[config.mk]
export PLATFORM = sky130hd
export DESIGN_NAME = sxc_status_ext_ctrl
export DESIGN_NICKNAME = d
export VERILOG_FILES = /design/src/design/sxc_pkg.sv /design/src/design/sxc_sync2.sv /design/src/design/sxc_edge_det.sv /design/src/design/sxc_status_ext_ctrl.sv
export SDC_FILE = /design/constraint.sdc
export NUM_CORES = 1
export LEC_CHECK = 0
export BUFFER_PORTS_ARGS = -buffer_cell sky130_fd_sc_hd__buf_2
export CORE_MARGIN = 1
export CORE_UTILIZATION = 41
export CTS_CLUSTER_SIZE = 10
export DETAILED_ROUTE_END_ITERATION = 16
export PLACE_DENSITY = 0.78
export SLEW_MARGIN = 20
export SYNTH_ARGS = -nofsm -noshare
export SYNTH_HDL_FRONTEND = slang
export SYNTH_SLANG_ARGS = --single-unit
[constraint.sdc]
create_clock -name clk -period 2.2 [get_ports clk]
set_input_delay 0.22 -clock clk [delete_from_list [all_inputs] [get_ports clk]]
set_output_delay 0.22 -clock clk [all_outputs]
set_load 0.005 [all_outputs]
[src/design/sxc_pkg.sv]
package sxc_pkg;

  // ---------------------------------------------------------------
  // Register map
  // ---------------------------------------------------------------
  localparam logic [11:0] ADDR_EXT_CTRL   = 12'h0018;
  localparam logic [11:0] ADDR_DEV_STATUS = 12'h0008;
  localparam logic [11:0] ADDR_DEV_CTRL   = 12'h0000;
  localparam logic [11:0] ADDR_IRQ_STATUS = 12'h0020;
  localparam logic [11:0] ADDR_IRQ_MASK   = 12'h0024;

  // ---------------------------------------------------------------
  // Field positions
  // ---------------------------------------------------------------
  localparam int BIT_MASTER_ACTIVE = 19;
  localparam int BIT_DEV_RST_FLAG  = 20;
  localparam int BIT_RST_DONE      = 21;
  localparam int BIT_GATING_SUPP   = 31;
  localparam int BIT_SERIAL_EN     = 1;
  localparam int BIT_PIN2_IRQ_EN   = 2;
  localparam int BIT_PIN3_IRQ_EN   = 3;
  localparam int BIT_PIN2_VALUE    = 6;
  localparam int BIT_PIN3_VALUE    = 7;
  localparam int BIT_PIN2_DIR      = 10;
  localparam int BIT_PIN3_DIR      = 11;
  // Device control (own register)
  localparam int BIT_SW_RESET      = 0;
  localparam int BIT_DEV_RESET     = 1;
  localparam int BIT_MASTER_DIS    = 2;
  // Interrupt cause bits
  localparam int IRQ_PIN2          = 0;
  localparam int IRQ_PIN3          = 1;
  localparam int IRQ_RST_DONE      = 2;
  localparam int IRQ_WIDTH         = 3;

  // ---------------------------------------------------------------
  // Reset values and timing
  // ---------------------------------------------------------------
  localparam logic [1:0]  NVM_SIGNATURE_OK = 2'h1;
  localparam logic [31:0] ZERO_WORD        = 32'h0000_0000;
  localparam int          RESET_DONE_NS    = 100;
  localparam int          CLK_NS           = 5;
  localparam int          RESET_DONE_CYC   = (RESET_DONE_NS + CLK_NS - 1) / CLK_NS;
  localparam logic [7:0]  RESET_DONE_CNT   = 8'(RESET_DONE_CYC);

  // Configurable initial values from on-chip non-volatile memory
  typedef struct packed {
    logic [1:0] signature;
    logic       gatingSupported;
    logic       serialEnable;
    logic       pin2Value;
    logic       pin3Value;
    logic       pin2Dir;
    logic       pin3Dir;
  } sxc_nvm_word_t;

  typedef struct packed {
    logic serialEnable;
    logic pin2IrqEn;
    logic pin3IrqEn;
    logic pin2Value;
    logic pin3Value;
    logic pin2Dir;
    logic pin3Dir;
  } sxc_ext_ctrl_t;

endpackage : sxc_pkg

[src/design/sxc_sync2.sv]
`timescale 1ns/1ps
`default_nettype none
module sxc_sync2 (
  // Clock and reset
  input  wire logic       clk,
  input  wire logic       reset,
  // Data
  input  wire logic [1:0] asyncIn,
  output var  logic [1:0] syncOut
);
  logic [1:0] stage1_reg;

  // First stage feeds only the second
  always_ff @(posedge clk) begin
    if (reset) begin
      stage1_reg <= 2'h0;
      syncOut    <= 2'h0;
    end else begin
      stage1_reg <= asyncIn;
      syncOut    <= stage1_reg;
    end
  end
endmodule : sxc_sync2
`default_nettype wire

[src/design/sxc_edge_det.sv]
`timescale 1ns/1ps
`default_nettype none
module sxc_edge_det (
  // Clock and reset
  input  wire logic       clk,
  input  wire logic       reset,
  // Levels in, one-cycle change pulses out
  input  wire logic [1:0] level,
  output var  logic [1:0] changed
);
  logic [1:0] last_reg;

  always_ff @(posedge clk) begin
    if (reset) begin
      last_reg <= 2'h0;
    end else begin
      last_reg <= level;
    end
  end

  // Any edge counts as an interrupt event
  always_comb begin
    changed = level ^ last_reg;
  end
endmodule : sxc_edge_det
`default_nettype wire

[src/design/sxc_status_ext_ctrl.sv]
`timescale 1ns/1ps
`default_nettype none
module sxc_status_ext_ctrl (
  // Clock and resets
  input  wire logic                clk,
  input  wire logic                reset,
  input  wire logic                powerOnReset,
  // APB slave
  input  wire logic                psel,
  input  wire logic                penable,
  input  wire logic                pwrite,
  input  wire logic [11:0]         paddr,
  input  wire logic [31:0]         pwdata,
  output var  logic [31:0]         prdata,
  output var  logic                pready,
  output var  logic                pslverr,
  // Non-volatile configuration word
  input  wire sxc_pkg::sxc_nvm_word_t nvmWord,
  // Bus master activity
  input  wire logic                masterPending,
  input  wire logic                masterReqIn,
  output var  logic                masterReqOut,
  // Software pins (input, output, enable)
  input  wire logic                pin2In,
  input  wire logic                pin3In,
  output var  logic                pin2Out,
  output var  logic                pin2Oe,
  output var  logic                pin3Out,
  output var  logic                pin3Oe,
  // Serial engine hand-over
  output var  logic                serialSelect,
  // Resets requested by software
  output var  logic                deviceResetPulse,
  // Interrupt
  output var  logic                irq
);

  // ---------------------------------------------------------------
  // Bus decode
  // ---------------------------------------------------------------
  logic wrEn, rdEn, addrOk;
  always_comb begin
    addrOk = (paddr == sxc_pkg::ADDR_EXT_CTRL) || (paddr == sxc_pkg::ADDR_DEV_STATUS)
          || (paddr == sxc_pkg::ADDR_DEV_CTRL) || (paddr == sxc_pkg::ADDR_IRQ_STATUS)
          || (paddr == sxc_pkg::ADDR_IRQ_MASK);
    wrEn   = psel && penable && pready && pwrite && addrOk;
    rdEn   = psel && !penable && !pwrite;
  end
  // No wait state: ready rises in the first access cycle
  always_ff @(posedge clk) begin
    if (reset) begin
      pready  <= 1'b0;
      pslverr <= 1'b0;
    end else begin
      pready  <= psel && !penable;
      pslverr <= psel && !penable && !addrOk;
    end
  end

  // ---------------------------------------------------------------
  // Reset sequencing
  // ---------------------------------------------------------------
  logic        swResetReq, devResetReq, masterDisable_reg;
  logic        resetActive_reg;
  logic [7:0]  resetCnt_reg;
  logic        resetDone;
  logic        nvmValid;
  always_comb begin
    swResetReq  = wrEn && (paddr == sxc_pkg::ADDR_DEV_CTRL) && pwdata[sxc_pkg::BIT_SW_RESET];
    devResetReq = wrEn && (paddr == sxc_pkg::ADDR_DEV_CTRL) && pwdata[sxc_pkg::BIT_DEV_RESET];
    nvmValid    = nvmWord.signature == sxc_pkg::NVM_SIGNATURE_OK;
    resetDone   = resetActive_reg && (resetCnt_reg == 8'h01);
  end
  // Internal reset takes a fixed time, then reports completion
  always_ff @(posedge clk) begin
    if (reset) begin
      resetActive_reg <= 1'b0;
      resetCnt_reg    <= 8'h00;
    end else if (swResetReq || devResetReq) begin
      resetActive_reg <= 1'b1;
      resetCnt_reg    <= sxc_pkg::RESET_DONE_CNT;
    end else if (resetActive_reg) begin
      resetCnt_reg    <= resetCnt_reg - 8'h01;
      resetActive_reg <= !resetDone;
    end
  end
  always_ff @(posedge clk) begin
    if (reset) begin
      deviceResetPulse <= 1'b0;
    end else begin
      deviceResetPulse <= devResetReq;
    end
  end

  // ---------------------------------------------------------------
  // Device control
  // ---------------------------------------------------------------
  always_ff @(posedge clk) begin
    if (reset) begin
      masterDisable_reg <= 1'b0;
    end else if (wrEn && paddr == sxc_pkg::ADDR_DEV_CTRL) begin
      masterDisable_reg <= pwdata[sxc_pkg::BIT_MASTER_DIS];
    end
  end
  // Gate requests; disable wins regardless of status
  always_ff @(posedge clk) begin
    if (reset) begin
      masterReqOut <= 1'b0;
    end else begin
      masterReqOut <= masterReqIn && !masterDisable_reg;
    end
  end

  // ---------------------------------------------------------------
  // Status bits
  // ---------------------------------------------------------------
  logic masterActive_reg, devRstFlag_reg, rstDoneFlag_reg, gatingSupp_reg;
  always_ff @(posedge clk) begin
    if (reset) begin
      masterActive_reg <= 1'b1;
    end else begin
      masterActive_reg <= !(masterDisable_reg && masterPending);
    end
  end
  // Set wins over a simultaneous write-one clear
  always_ff @(posedge clk) begin
    if (reset) begin
      devRstFlag_reg <= 1'b0;
    end else if (devResetReq) begin
      devRstFlag_reg <= 1'b1;
    end else if (wrEn && paddr == sxc_pkg::ADDR_DEV_STATUS
                 && pwdata[sxc_pkg::BIT_DEV_RST_FLAG]) begin
      devRstFlag_reg <= 1'b0;
    end
  end
  // Low while an internal reset runs, set again when it completes
  always_ff @(posedge clk) begin
    if (reset) begin
      rstDoneFlag_reg <= 1'b1;
    end else if (resetDone) begin
      rstDoneFlag_reg <= 1'b1;
    end else if (swResetReq || devResetReq) begin
      rstDoneFlag_reg <= 1'b0;
    end
  end
  // Memory word is sampled on the clock, never under reset value path
  logic nvmLoaded_reg;
  always_ff @(posedge clk) begin
    if (reset) begin
      nvmLoaded_reg  <= 1'b0;
      gatingSupp_reg <= 1'b0;
    end else if (!nvmLoaded_reg) begin
      nvmLoaded_reg  <= 1'b1;
      gatingSupp_reg <= nvmValid && nvmWord.gatingSupported;
    end
  end

  // ---------------------------------------------------------------
  // Extended control
  // ---------------------------------------------------------------
  sxc_pkg::sxc_ext_ctrl_t ext_reg;
  logic                   dirLoaded_reg;
  logic                   extWr;
  always_comb begin
    extWr = wrEn && (paddr == sxc_pkg::ADDR_EXT_CTRL);
  end
  always_ff @(posedge clk) begin
    if (reset) begin
      ext_reg.serialEnable <= 1'b0;
      ext_reg.pin2IrqEn    <= 1'b0;
      ext_reg.pin3IrqEn    <= 1'b0;
      ext_reg.pin2Value    <= 1'b0;
      ext_reg.pin3Value    <= 1'b0;
    end else if (!nvmLoaded_reg) begin
      ext_reg.serialEnable <= nvmValid && nvmWord.serialEnable;
      ext_reg.pin2Value    <= nvmValid && nvmWord.pin2Value;
      ext_reg.pin3Value    <= nvmValid && nvmWord.pin3Value;
    end else if (extWr) begin
      ext_reg.serialEnable <= pwdata[sxc_pkg::BIT_SERIAL_EN];
      ext_reg.pin2IrqEn    <= pwdata[sxc_pkg::BIT_PIN2_IRQ_EN];
      ext_reg.pin3IrqEn    <= pwdata[sxc_pkg::BIT_PIN3_IRQ_EN];
      ext_reg.pin2Value    <= pwdata[sxc_pkg::BIT_PIN2_VALUE];
      ext_reg.pin3Value    <= pwdata[sxc_pkg::BIT_PIN3_VALUE];
    end
    // Directions see only power-on reset; one process keeps ext_reg single-driven
    if (powerOnReset) begin
      ext_reg.pin2Dir <= 1'b0;
      ext_reg.pin3Dir <= 1'b0;
      dirLoaded_reg   <= 1'b0;
    end else if (!dirLoaded_reg) begin
      dirLoaded_reg   <= 1'b1;
      ext_reg.pin2Dir <= nvmValid && nvmWord.pin2Dir;
      ext_reg.pin3Dir <= nvmValid && nvmWord.pin3Dir;
    end else if (extWr) begin
      ext_reg.pin2Dir <= pwdata[sxc_pkg::BIT_PIN2_DIR];
      ext_reg.pin3Dir <= pwdata[sxc_pkg::BIT_PIN3_DIR];
    end
  end

  // ---------------------------------------------------------------
  // Pins
  // ---------------------------------------------------------------
  logic [1:0] pinSync, pinEdge;
  sxc_sync2 u_sync (
    .clk     (clk),
    .reset   (reset),
    .asyncIn ({pin3In, pin2In}),
    .syncOut (pinSync)
  );
  sxc_edge_det u_edge (
    .clk     (clk),
    .reset   (reset),
    .level   (pinSync),
    .changed (pinEdge)
  );
  // Serial engine owns pin 2 when enabled, so general drive is released
  always_ff @(posedge clk) begin
    if (reset) begin
      pin2Out      <= 1'b0;
      pin2Oe       <= 1'b0;
      pin3Out      <= 1'b0;
      pin3Oe       <= 1'b0;
      serialSelect <= 1'b0;
    end else begin
      serialSelect <= ext_reg.serialEnable;
      pin2Out      <= ext_reg.pin2Value;
      pin2Oe       <= ext_reg.pin2Dir && !ext_reg.serialEnable;
      pin3Out      <= ext_reg.pin3Value;
      pin3Oe       <= ext_reg.pin3Dir;
    end
  end

  // ---------------------------------------------------------------
  // Interrupts
  // ---------------------------------------------------------------
  logic [sxc_pkg::IRQ_WIDTH-1:0] irqStat_reg, irqMask_reg, irqEvent;
  always_comb begin
    irqEvent = '0;
    irqEvent[sxc_pkg::IRQ_PIN2] = pinEdge[0] && ext_reg.pin2IrqEn
                                  && !ext_reg.pin2Dir && !ext_reg.serialEnable;
    irqEvent[sxc_pkg::IRQ_PIN3] = pinEdge[1] && ext_reg.pin3IrqEn && !ext_reg.pin3Dir;
    irqEvent[sxc_pkg::IRQ_RST_DONE] = resetDone;
  end
  generate
    for (genvar i = 0; i < sxc_pkg::IRQ_WIDTH; i++) begin : g_irq
      always_ff @(posedge clk) begin
        if (reset) begin
          irqStat_reg[i] <= 1'b0;
          irqMask_reg[i] <= 1'b0;
        end else begin
          if (irqEvent[i]) begin
            irqStat_reg[i] <= 1'b1;
          end else if (wrEn && paddr == sxc_pkg::ADDR_IRQ_STATUS && pwdata[i]) begin
            irqStat_reg[i] <= 1'b0;
          end
          if (wrEn && paddr == sxc_pkg::ADDR_IRQ_MASK) begin
            irqMask_reg[i] <= pwdata[i];
          end
        end
      end
    end
  endgenerate
  always_ff @(posedge clk) begin
    if (reset) begin
      irq <= 1'b0;
    end else begin
      irq <= |(irqStat_reg & irqMask_reg);
    end
  end

  // ---------------------------------------------------------------
  // Read data
  // ---------------------------------------------------------------
  logic [31:0] rdWord;
  always_comb begin
    rdWord = sxc_pkg::ZERO_WORD;
    case (paddr)
      sxc_pkg::ADDR_DEV_STATUS: begin
        rdWord[sxc_pkg::BIT_MASTER_ACTIVE] = masterActive_reg;
        rdWord[sxc_pkg::BIT_DEV_RST_FLAG]  = devRstFlag_reg;
        rdWord[sxc_pkg::BIT_RST_DONE]      = rstDoneFlag_reg;
        rdWord[sxc_pkg::BIT_GATING_SUPP]   = gatingSupp_reg;
      end
      sxc_pkg::ADDR_EXT_CTRL: begin
        rdWord[sxc_pkg::BIT_SERIAL_EN]   = ext_reg.serialEnable;
        rdWord[sxc_pkg::BIT_PIN2_IRQ_EN] = ext_reg.pin2IrqEn;
        rdWord[sxc_pkg::BIT_PIN3_IRQ_EN] = ext_reg.pin3IrqEn;
        rdWord[sxc_pkg::BIT_PIN2_VALUE]  = ext_reg.pin2Dir ? ext_reg.pin2Value : pinSync[0];
        rdWord[sxc_pkg::BIT_PIN3_VALUE]  = ext_reg.pin3Dir ? ext_reg.pin3Value : pinSync[1];
        rdWord[sxc_pkg::BIT_PIN2_DIR]    = ext_reg.pin2Dir;
        rdWord[sxc_pkg::BIT_PIN3_DIR]    = ext_reg.pin3Dir;
      end
      sxc_pkg::ADDR_DEV_CTRL: begin
        rdWord[sxc_pkg::BIT_MASTER_DIS] = masterDisable_reg;
      end
      sxc_pkg::ADDR_IRQ_STATUS: rdWord[sxc_pkg::IRQ_WIDTH-1:0] = irqStat_reg;
      sxc_pkg::ADDR_IRQ_MASK:   rdWord[sxc_pkg::IRQ_WIDTH-1:0] = irqMask_reg;
      default: rdWord = sxc_pkg::ZERO_WORD;
    endcase
  end
  always_ff @(posedge clk) begin
    if (reset) begin
      prdata <= sxc_pkg::ZERO_WORD;
    end else if (rdEn) begin
      prdata <= rdWord;
    end
  end

  // ---------------------------------------------------------------
  // Checks
  // ---------------------------------------------------------------
  master_status_a: assert property (@(posedge clk) disable iff (reset)
    masterDisable_reg && masterPending |=> !masterActive_reg)
    else $error("master active not cleared");
  master_gate_a: assert property (@(posedge clk) disable iff (reset)
    masterDisable_reg |=> !masterReqOut)
    else $error("master request while disabled");
  rst_flag_set_a: assert property (@(posedge clk) disable iff (reset)
    devResetReq |=> devRstFlag_reg)
    else $error("device reset flag not set");
  rst_flag_keep_a: assert property (@(posedge clk) disable iff (reset)
    wrEn && paddr == sxc_pkg::ADDR_DEV_STATUS && !pwdata[sxc_pkg::BIT_DEV_RST_FLAG]
    && devRstFlag_reg |=> devRstFlag_reg)
    else $error("reset flag cleared by zero");
  rst_done_a: assert property (@(posedge clk) disable iff (reset)
    swResetReq |=> !rstDoneFlag_reg ##[1:40] rstDoneFlag_reg)
    else $error("reset done not reported");
  status_rsvd_a: assert property (@(posedge clk) disable iff (reset)
    $rose(pready) && !pwrite && paddr == sxc_pkg::ADDR_DEV_STATUS
    |-> prdata[18:11] == 8'h00 && prdata[30:22] == 9'h000)
    else $error("reserved status bits nonzero");
  pin2_drive_a: assert property (@(posedge clk) disable iff (reset)
    ext_reg.pin2Dir && !ext_reg.serialEnable |=> pin2Oe && pin2Out == $past(ext_reg.pin2Value))
    else $error("pin 2 not driven");
  pin3_irq_a: assert property (@(posedge clk) disable iff (reset)
    ext_reg.pin3Dir && !irqStat_reg[sxc_pkg::IRQ_PIN3] |=> !irqStat_reg[sxc_pkg::IRQ_PIN3])
    else $error("pin 3 interrupt while output");
  dir_keep_a: assert property (@(posedge clk) disable iff (powerOnReset)
    dirLoaded_reg && reset |=> ext_reg.pin2Dir == $past(ext_reg.pin2Dir))
    else $error("direction lost on reset");
  serial_sel_a: assert property (@(posedge clk) disable iff (reset)
    ext_reg.serialEnable |=> serialSelect && !pin2Oe)
    else $error("serial hand-over missing");
  cov_dev_reset_c: cover property (@(posedge clk) devResetReq ##[1:40] resetDone);
  cov_pin_irq_c:   cover property (@(posedge clk) irqEvent[sxc_pkg::IRQ_PIN2] ##2 irq);
  cov_master_c:    cover property (@(posedge clk) masterDisable_reg && masterPending);
endmodule : sxc_status_ext_ctrl
`default_nettype wire

* Word level (Yosys, flattened, before mapping) *
Index checks and enable logic that the tools add are counted.

operators by class
  add/sub/neg operators = 1
  equality and inequality tests = 8
  multiplexer cells = 29
  bitwise logic cells = 2
  reduce and logical (&&, ||, !) cells = 57

operators with widths
  operator                                                                 count
  1-bit logical AND                                                        33
  12-bit by 6-bit equality test with 1-bit output (second input constant)  2
  1-bit 2-to-1 mux                                                         17
  5-bit 2-to-1 mux                                                         3
  12-bit by 4-bit equality test with 1-bit output (second input constant)  1
  12-bit by 5-bit equality test with 1-bit output (second input constant)  1
  12-bit logical NOT                                                       1
  2-bit 2-to-1 mux                                                         5
  2-bit nonzero test                                                       5
  1-bit logical NOT                                                        9
  8-bit by 1-bit equality test with 1-bit output (second input constant)   1
  8-bit by 1-bit subtractor with 8-bit output (second input constant)      1
  1-bit logical OR                                                         5
  2-bit by 1-bit != test with 1-bit output (second input constant)         2
  1-bit one-hot mux with 4 select lines                                    1
  2-bit OR reduction                                                       2
  3-bit AND                                                                1
  3-bit 2-to-1 mux                                                         1
  1-bit one-hot mux with 3 select lines                                    1
  3-bit OR reduction                                                       1
  2-bit by 1-bit equality test with 1-bit output (second input constant)   1
  1-bit one-hot mux with 2 select lines                                    1
  2-bit AND reduction                                                      1
  2-bit bitwise XOR                                                        1

storage, ports and cells
  flip-flop bits (word level) = 57
  input port bits = 62
  output and inout bits = 42

* Longest topological paths before layout *
  word-level depth = 10
  mapped depth = 6
  depth with buffers taken out = 6

* Cells and area by module *
A second synthesis with hierarchy kept.

second synthesis, totals
  cell total of the unflattened synthesis = 271
  area, all modules = 2544.9 um2

by module, submodules not included
  module               times used  cells an instance  area an instance (um2)  sequential area each (um2)
  sxc_status_ext_ctrl  1           257                2366.0                  1021.0
  sxc_sync2            1           8                  105.1                   80.1
  sxc_edge_det         1           6                  73.8                    40.0

* Worst setup path after synthesis *
OpenSTA, ideal clock, no wires.

  path type = input to register
  start point = in paddr[9]
  end point = reg ext_reg[2] (netlist bit)
  library setup time = 0.137 ns
  data arrival time = 1.659 ns
  slack = 0.403 ns
  cell stages on the path = 5
  buffers on the path = 1
  cell sequence = or4_4 > buf_6 > nor4_4 > mux2i_1 > a211oi_1

on the way
  word-level cells in the longest chain between the ends = 8
  elaborated cells on any way between the ends = 12
  those cells by class = eq/ne (5); reduce/logical (7)

RTL lines
  item                                                                                                                       line                                                   RTL
  from (decl)                                                                                                                sxc_status_ext_ctrl.sv:12                              input wire logic [11:0] paddr,
  12-bit by 5-bit equality test with 1-bit output / 12-bit by 4-bit equality test with 1-bit output (equally long branches)  sxc_status_ext_ctrl.sv:43, sxc_status_ext_ctrl.sv:165
  1-bit logical OR                                                                                                           sxc_status_ext_ctrl.sv:43                              addrOk = (paddr == sxc_pkg::ADDR_EXT_CTRL) || (paddr == sxc_pkg::ADDR_DEV_STATUS)
  1-bit logical OR (2 in series)                                                                                             sxc_status_ext_ctrl.sv:44                              || (paddr == sxc_pkg::ADDR_DEV_CTRL) || (paddr == sxc_pkg::ADDR_IRQ_STATUS)
  1-bit logical OR                                                                                                           sxc_status_ext_ctrl.sv:45                              || (paddr == sxc_pkg::ADDR_IRQ_MASK);
  1-bit logical AND                                                                                                          sxc_status_ext_ctrl.sv:46                              wrEn = psel && penable && pready && pwrite && addrOk;
  1-bit logical AND (*)                                                                                                      sxc_status_ext_ctrl.sv:165                             extWr = wrEn && (paddr == sxc_pkg::ADDR_EXT_CTRL);
  2-bit by 1-bit != test with 1-bit output (no line) (*)                                                                     -
  to (decl)                                                                                                                  sxc_status_ext_ctrl.sv:161                             sxc_pkg::sxc_ext_ctrl_t ext_reg;

Every way passes the cells marked *; elsewhere a longest branch is shown, timed or not.
A chain may end at the register's enable or synchronous reset.

* Worst setup path after layout *
  start point = in paddr[1]
  end point = reg irqMask_reg[1] (netlist bit)

on the way
  word-level cells in the longest chain between the ends = 7
  elaborated cells on any way between the ends = 11
  those cells by class = eq/ne (4); reduce/logical (7)

RTL lines
  item                                                                                                                       line                        RTL
  12-bit by 5-bit equality test with 1-bit output / 12-bit by 4-bit equality test with 1-bit output (equally long branches)  sxc_status_ext_ctrl.sv:43
  1-bit logical OR                                                                                                           sxc_status_ext_ctrl.sv:43
  1-bit logical OR (2 in series)                                                                                             sxc_status_ext_ctrl.sv:44
  1-bit logical OR                                                                                                           sxc_status_ext_ctrl.sv:45
  1-bit logical AND                                                                                                          sxc_status_ext_ctrl.sv:46
  1-bit logical AND (*)                                                                                                      sxc_status_ext_ctrl.sv:256  if (wrEn && paddr == sxc_pkg::ADDR_IRQ_MASK) begin
  to (signal, indexed assignment)                                                                                            sxc_status_ext_ctrl.sv:257  irqMask_reg[i] <= pwdata[i];
  to (decl)                                                                                                                  sxc_status_ext_ctrl.sv:236  logic [sxc_pkg::IRQ_WIDTH-1:0] irqStat_reg, irqMask_reg, irqEvent;

Marks and branches as above.

==> results.sh <==
export IMPL_run_status="complete, no violations"
export IMPL_pin_count=104
export IMPL_worstPathArrival_ps=1820
export IMPL_power_switching_share_pct=21.4
export IMPL_gr_total_overflow=0
export IMPL_setup_viol_count_final=0
export IMPL_cap_violations=0
export IMPL_vias_per_cell=5.08
export IMPL_tritoncts="done"
export IMPL_final_cell_area_sq_mm=0.00299
export IMPL_sequentialPowerShare_pct=47.3
export IMPL_numCtsBuffers=9
export IMPL_route_vias_total=2030
export IMPL_portion_of_netlist_area_occupied_by_mux_cells_pct=5.39
export IMPL_fillers=543
export IMPL_required_time_at_the_endpoint_of_the_critical_path_ps=2420
export IMPL_detail_route_drc_violations=0
export IMPL_synth_cell_area_sq_mm=0.00246
export IMPL_synthesized_area_fraction_occupied_by_and_or_nand_nor_cells_pct=21.8
export IMPL_cts_path_max_buffers=2
export IMPL_rsz_0062_raised_after_global_routing="false"
export IMPL_r2r_end="ext_reg[1]"
export IMPL_holdCritStartpoint="powerOnReset"
export IMPL_post_synth_main_area_contributors="sky130_fd_sc_hd__dfxtp_1 46%, sky130_fd_sc_hd__buf_4 6.1%, sky130_fd_sc_hd__mux2i_1 4.5%"
export IMPL_post_synth_cell_area_avg_sq_um=9.58
export IMPL_detailedPlacementHpwl_mm=4.04
export IMPL_startpoint_type="primary input"
export IMPL_synth_area_leader_cell="sky130_fd_sc_hd__dfxtp_1"
export IMPL_initial_utilization_pct=43.6
export IMPL_ys_types=47
export IMPL_cts_sinks=57
export IMPL_ys_ff_latch=57
export IMPL_design_final_nets=388
export IMPL_timing_clock_skew_ps=8.57
export IMPL_hold_path_class="in -> reg"
export IMPL_p_per_area_mw_per_mm2=752
export IMPL_ff2ff_path_depth=5
export IMPL_synth_cells=257
export IMPL_largest_register_ffs=12
export IMPL_sw_pwr_mw=0.482
export IMPL_cellLeakagePower_nw=1.25
export IMPL_synth_compound_gate_area_share_pct=12.9
export IMPL_first_global_vias=1975
export IMPL_cts_htree_levels=3
export IMPL_globalRouteMet1Util_pct=22.8
export IMPL_p_int_mw=1.77
export IMPL_max_slew_violation_count=0
export IMPL_setup_total_negative_slack_ps=0
export IMPL_crit_share_post_route_pct=72.9
export IMPL_final_hold_violation_count=0
export IMPL_post_dp_cell_area_sq_mm=0.00278
export IMPL_global_route_usage_total_pct=18.5
export IMPL_grt_busiest_layer="met2"
export IMPL_area_growth_syn_to_layout_pct=21.4
export IMPL_dieHeight_um=79.5
export IMPL_die_area_sq_mm=0.00632
export IMPL_worst_path_buf_inv=1
export IMPL_end_kind="flop"
export IMPL_use_met3_pct=5.83
export IMPL_synth_warning_count=0
export IMPL_timing_critical_path_slowest_stage_cell="sky130_fd_sc_hd__or4_1"
export IMPL_setup_fix_bufs_post_cts=0
export IMPL_wirelength_mm=5.37
export IMPL_hold_slack_ps=64.1
export IMPL_met2_usage_pct=29.1
export IMPL_worstPathCellList="buf_2 -> or4_1 -> nor4_2 -> mux2i_1 -> nor2_1"
export IMPL_detailedRoute_firstPassIterationCount=4
export IMPL_core_rowCount=27
export IMPL_route_antenna_remaining_nets=0
export IMPL_holdBufCountCts=0
export IMPL_timing_fmax_ghz=0.624
export IMPL_buffers_added_on_ports=60
export IMPL_worstSetupPathType="in -> reg"
export IMPL_ctsResizeCount=0
export IMPL_min_delay_worst_endpoint="dirLoaded_reg"
export IMPL_wl_per_cell_um=13.4
export IMPL_post_synth_top_area_fraction_pct=46.3
export IMPL_grt_max_degree=25
export IMPL_power_frac_clock_pct=46.9
export IMPL_layout_drive_gt1_share_pct=27.1
export IMPL_synth_top_family_by_area="simple AND/OR/NAND/NOR gates"
export IMPL_diodes=0
export IMPL_core_sq_mm=0.00564
export IMPL_comb_power_share_pct=5.8
export IMPL_synthXorXnorAreaFrac_pct=3.20
export IMPL_most_common_layout_cells="60 x sky130_fd_sc_hd__buf_2, 57 x sky130_fd_sc_hd__dfxtp_1, 20 x sky130_fd_sc_hd__conb_1"
export IMPL_die_w_um=79.5
export IMPL_worst_hold_path_num_cells=2
export IMPL_arithmetic_cell_share_of_the_synthesized_area_counting_full_adders_half_adders_and_majority_gates_pct=1.02
export IMPL_critical_path_reg2reg_startpoint="pready"
export IMPL_synth_flop_cell="sky130_fd_sc_hd__dfxtp_1"
export IMPL_cpPeakStageDelay_ps=700
export IMPL_max_slew_margin_pct=54.6
export IMPL_final_period_minus_worst_setup_slack_ps=1600
export IMPL_grt_first_pass_wirelength_mm=8.82
export IMPL_power_ir_vdd_worst_v=0.000413
export IMPL_detail_route_iter0_violations=115
export IMPL_reg2reg_setup_slack_ps=650
export IMPL_clock_tree_root_buffer_cell="sky130_fd_sc_hd__clkbuf_8"
export IMPL_asyncSetResetFlopFracSynth_pct=0
export IMPL_mostFrequentLayoutCell="sky130_fd_sc_hd__buf_2"
export IMPL_cts_reportedPaths_clkPinSlew_ps=60
export IMPL_worst_path_max_fanout=6
export IMPL_number_of_antenna_violations_at_the_first_check_in_global_routing=0
export IMPL_weighted_congestion_at_the_end_of_routability_driven_global_placement=0.858
export IMPL_ys_seq_area_share_pct=46.3
export IMPL_cp_top_family="simple AND/OR/NAND/NOR gates"
export IMPL_insertion_delay_ps=340
export IMPL_tightestPinTransition_ps=671
export IMPL_synth_edff_count=0
## kinds of logic after synthesis
family | Yosys count
and+or+nand+nor | 89
DFF | 57
AOI/OAI and AO/OA | 48
buffers and inverters | 38
muxes | 13
xor gates and xnor gates | 9
adders and majority gates | 2
other | 1
## power by group through the flow
stage / clock [mW] / sequential, mW / combinational (mW)
2_1_floorplan: 0 / 1.08 / 0.0989
3_3_place_gp: 0 / 1.09 / 0.128
3_5_place_dp: 0 / 1.09 / 0.131
4_1_cts: 1.08 / 1.06 / 0.131
5_1_grt: 1.13 / 1.06 / 0.147
6_report: 1.06 / 1.06 / 0.132
## layer usage
metal  vias up  wire length, um
met3         9              366
met2        72             2480
met1       933             2420
met5         -                0
met4         0              101
li1       1016                -
## final cells by class
| class | count | area [sq um] | area share [%] |
|---|---|---|---|
| multi-input cells | 181 | 1170 | 39.0 |
| well taps | 72 | 90.1 | 3.01 |
| clock inverters | 3 | 65.1 | 2.18 |
| flip-flops and latches | 57 | 1140 | 38.2 |
| clock buffers | 12 | 145 | 4.85 |
| repair buffers | 67 | 353 | 11.8 |
| inverters | 8 | 30.0 | 1.00 |
## worst max-delay path by stage
| stage | start | end | slack, ps | cells after the start |
|---|---|---|---|---|
| 2_1_floorplan | paddr[9] | ext_reg[2] | 400 | 5 |
| 3_3_place_gp | paddr[1] | irqMask_reg[1] | 280 | 5 |
| 3_5_place_dp | paddr[1] | irqMask_reg[1] | 240 | 5 |
| 4_1_cts | paddr[1] | irqMask_reg[1] | 600 | 5 |
| 5_1_grt | resetActive_reg | resetCnt_reg[7] | 440 | 4 |
| 6_report | paddr[1] | irqMask_reg[1] | 600 | 5 |
## synth_stat cells, drive strengths merged (2+ instances only)
cell type and instances:
or3b 3, a22o 9, a21oi 16, or4 2, nor3 7, a211oi 6
nor3b 4, mux2i 11, nor2 17, and3 2, xor2 5, xnor2 4
buf 22, nor4 6, nand3b 2, o21ai 10, nand2 9, inv 8
ha 2, mux2 2, nand3 10, nor4b 3, dfxtp 57, clkbuf 8
nor2b 13, nand4 4
## metrics by stage
| step | power [mW] | instances | util (%) | worst slack [ps] |
|---|---|---|---|---|
| 2_1_floorplan | 1.18 | 276 | - | 403 |
| 3_3_place_gp | 1.21 | 385 | 49.3 | 281 |
| 5_1_grt | 2.34 | 400 | 53.0 | 444 |
| 4_1_cts | 2.28 | 400 | 53.0 | 599 |
| 6_report | 2.25 | 400 | 53.0 | 596 |
| 3_5_place_dp | 1.22 | 385 | 49.3 | 239 |
Power figures use the tool's default switching activity.
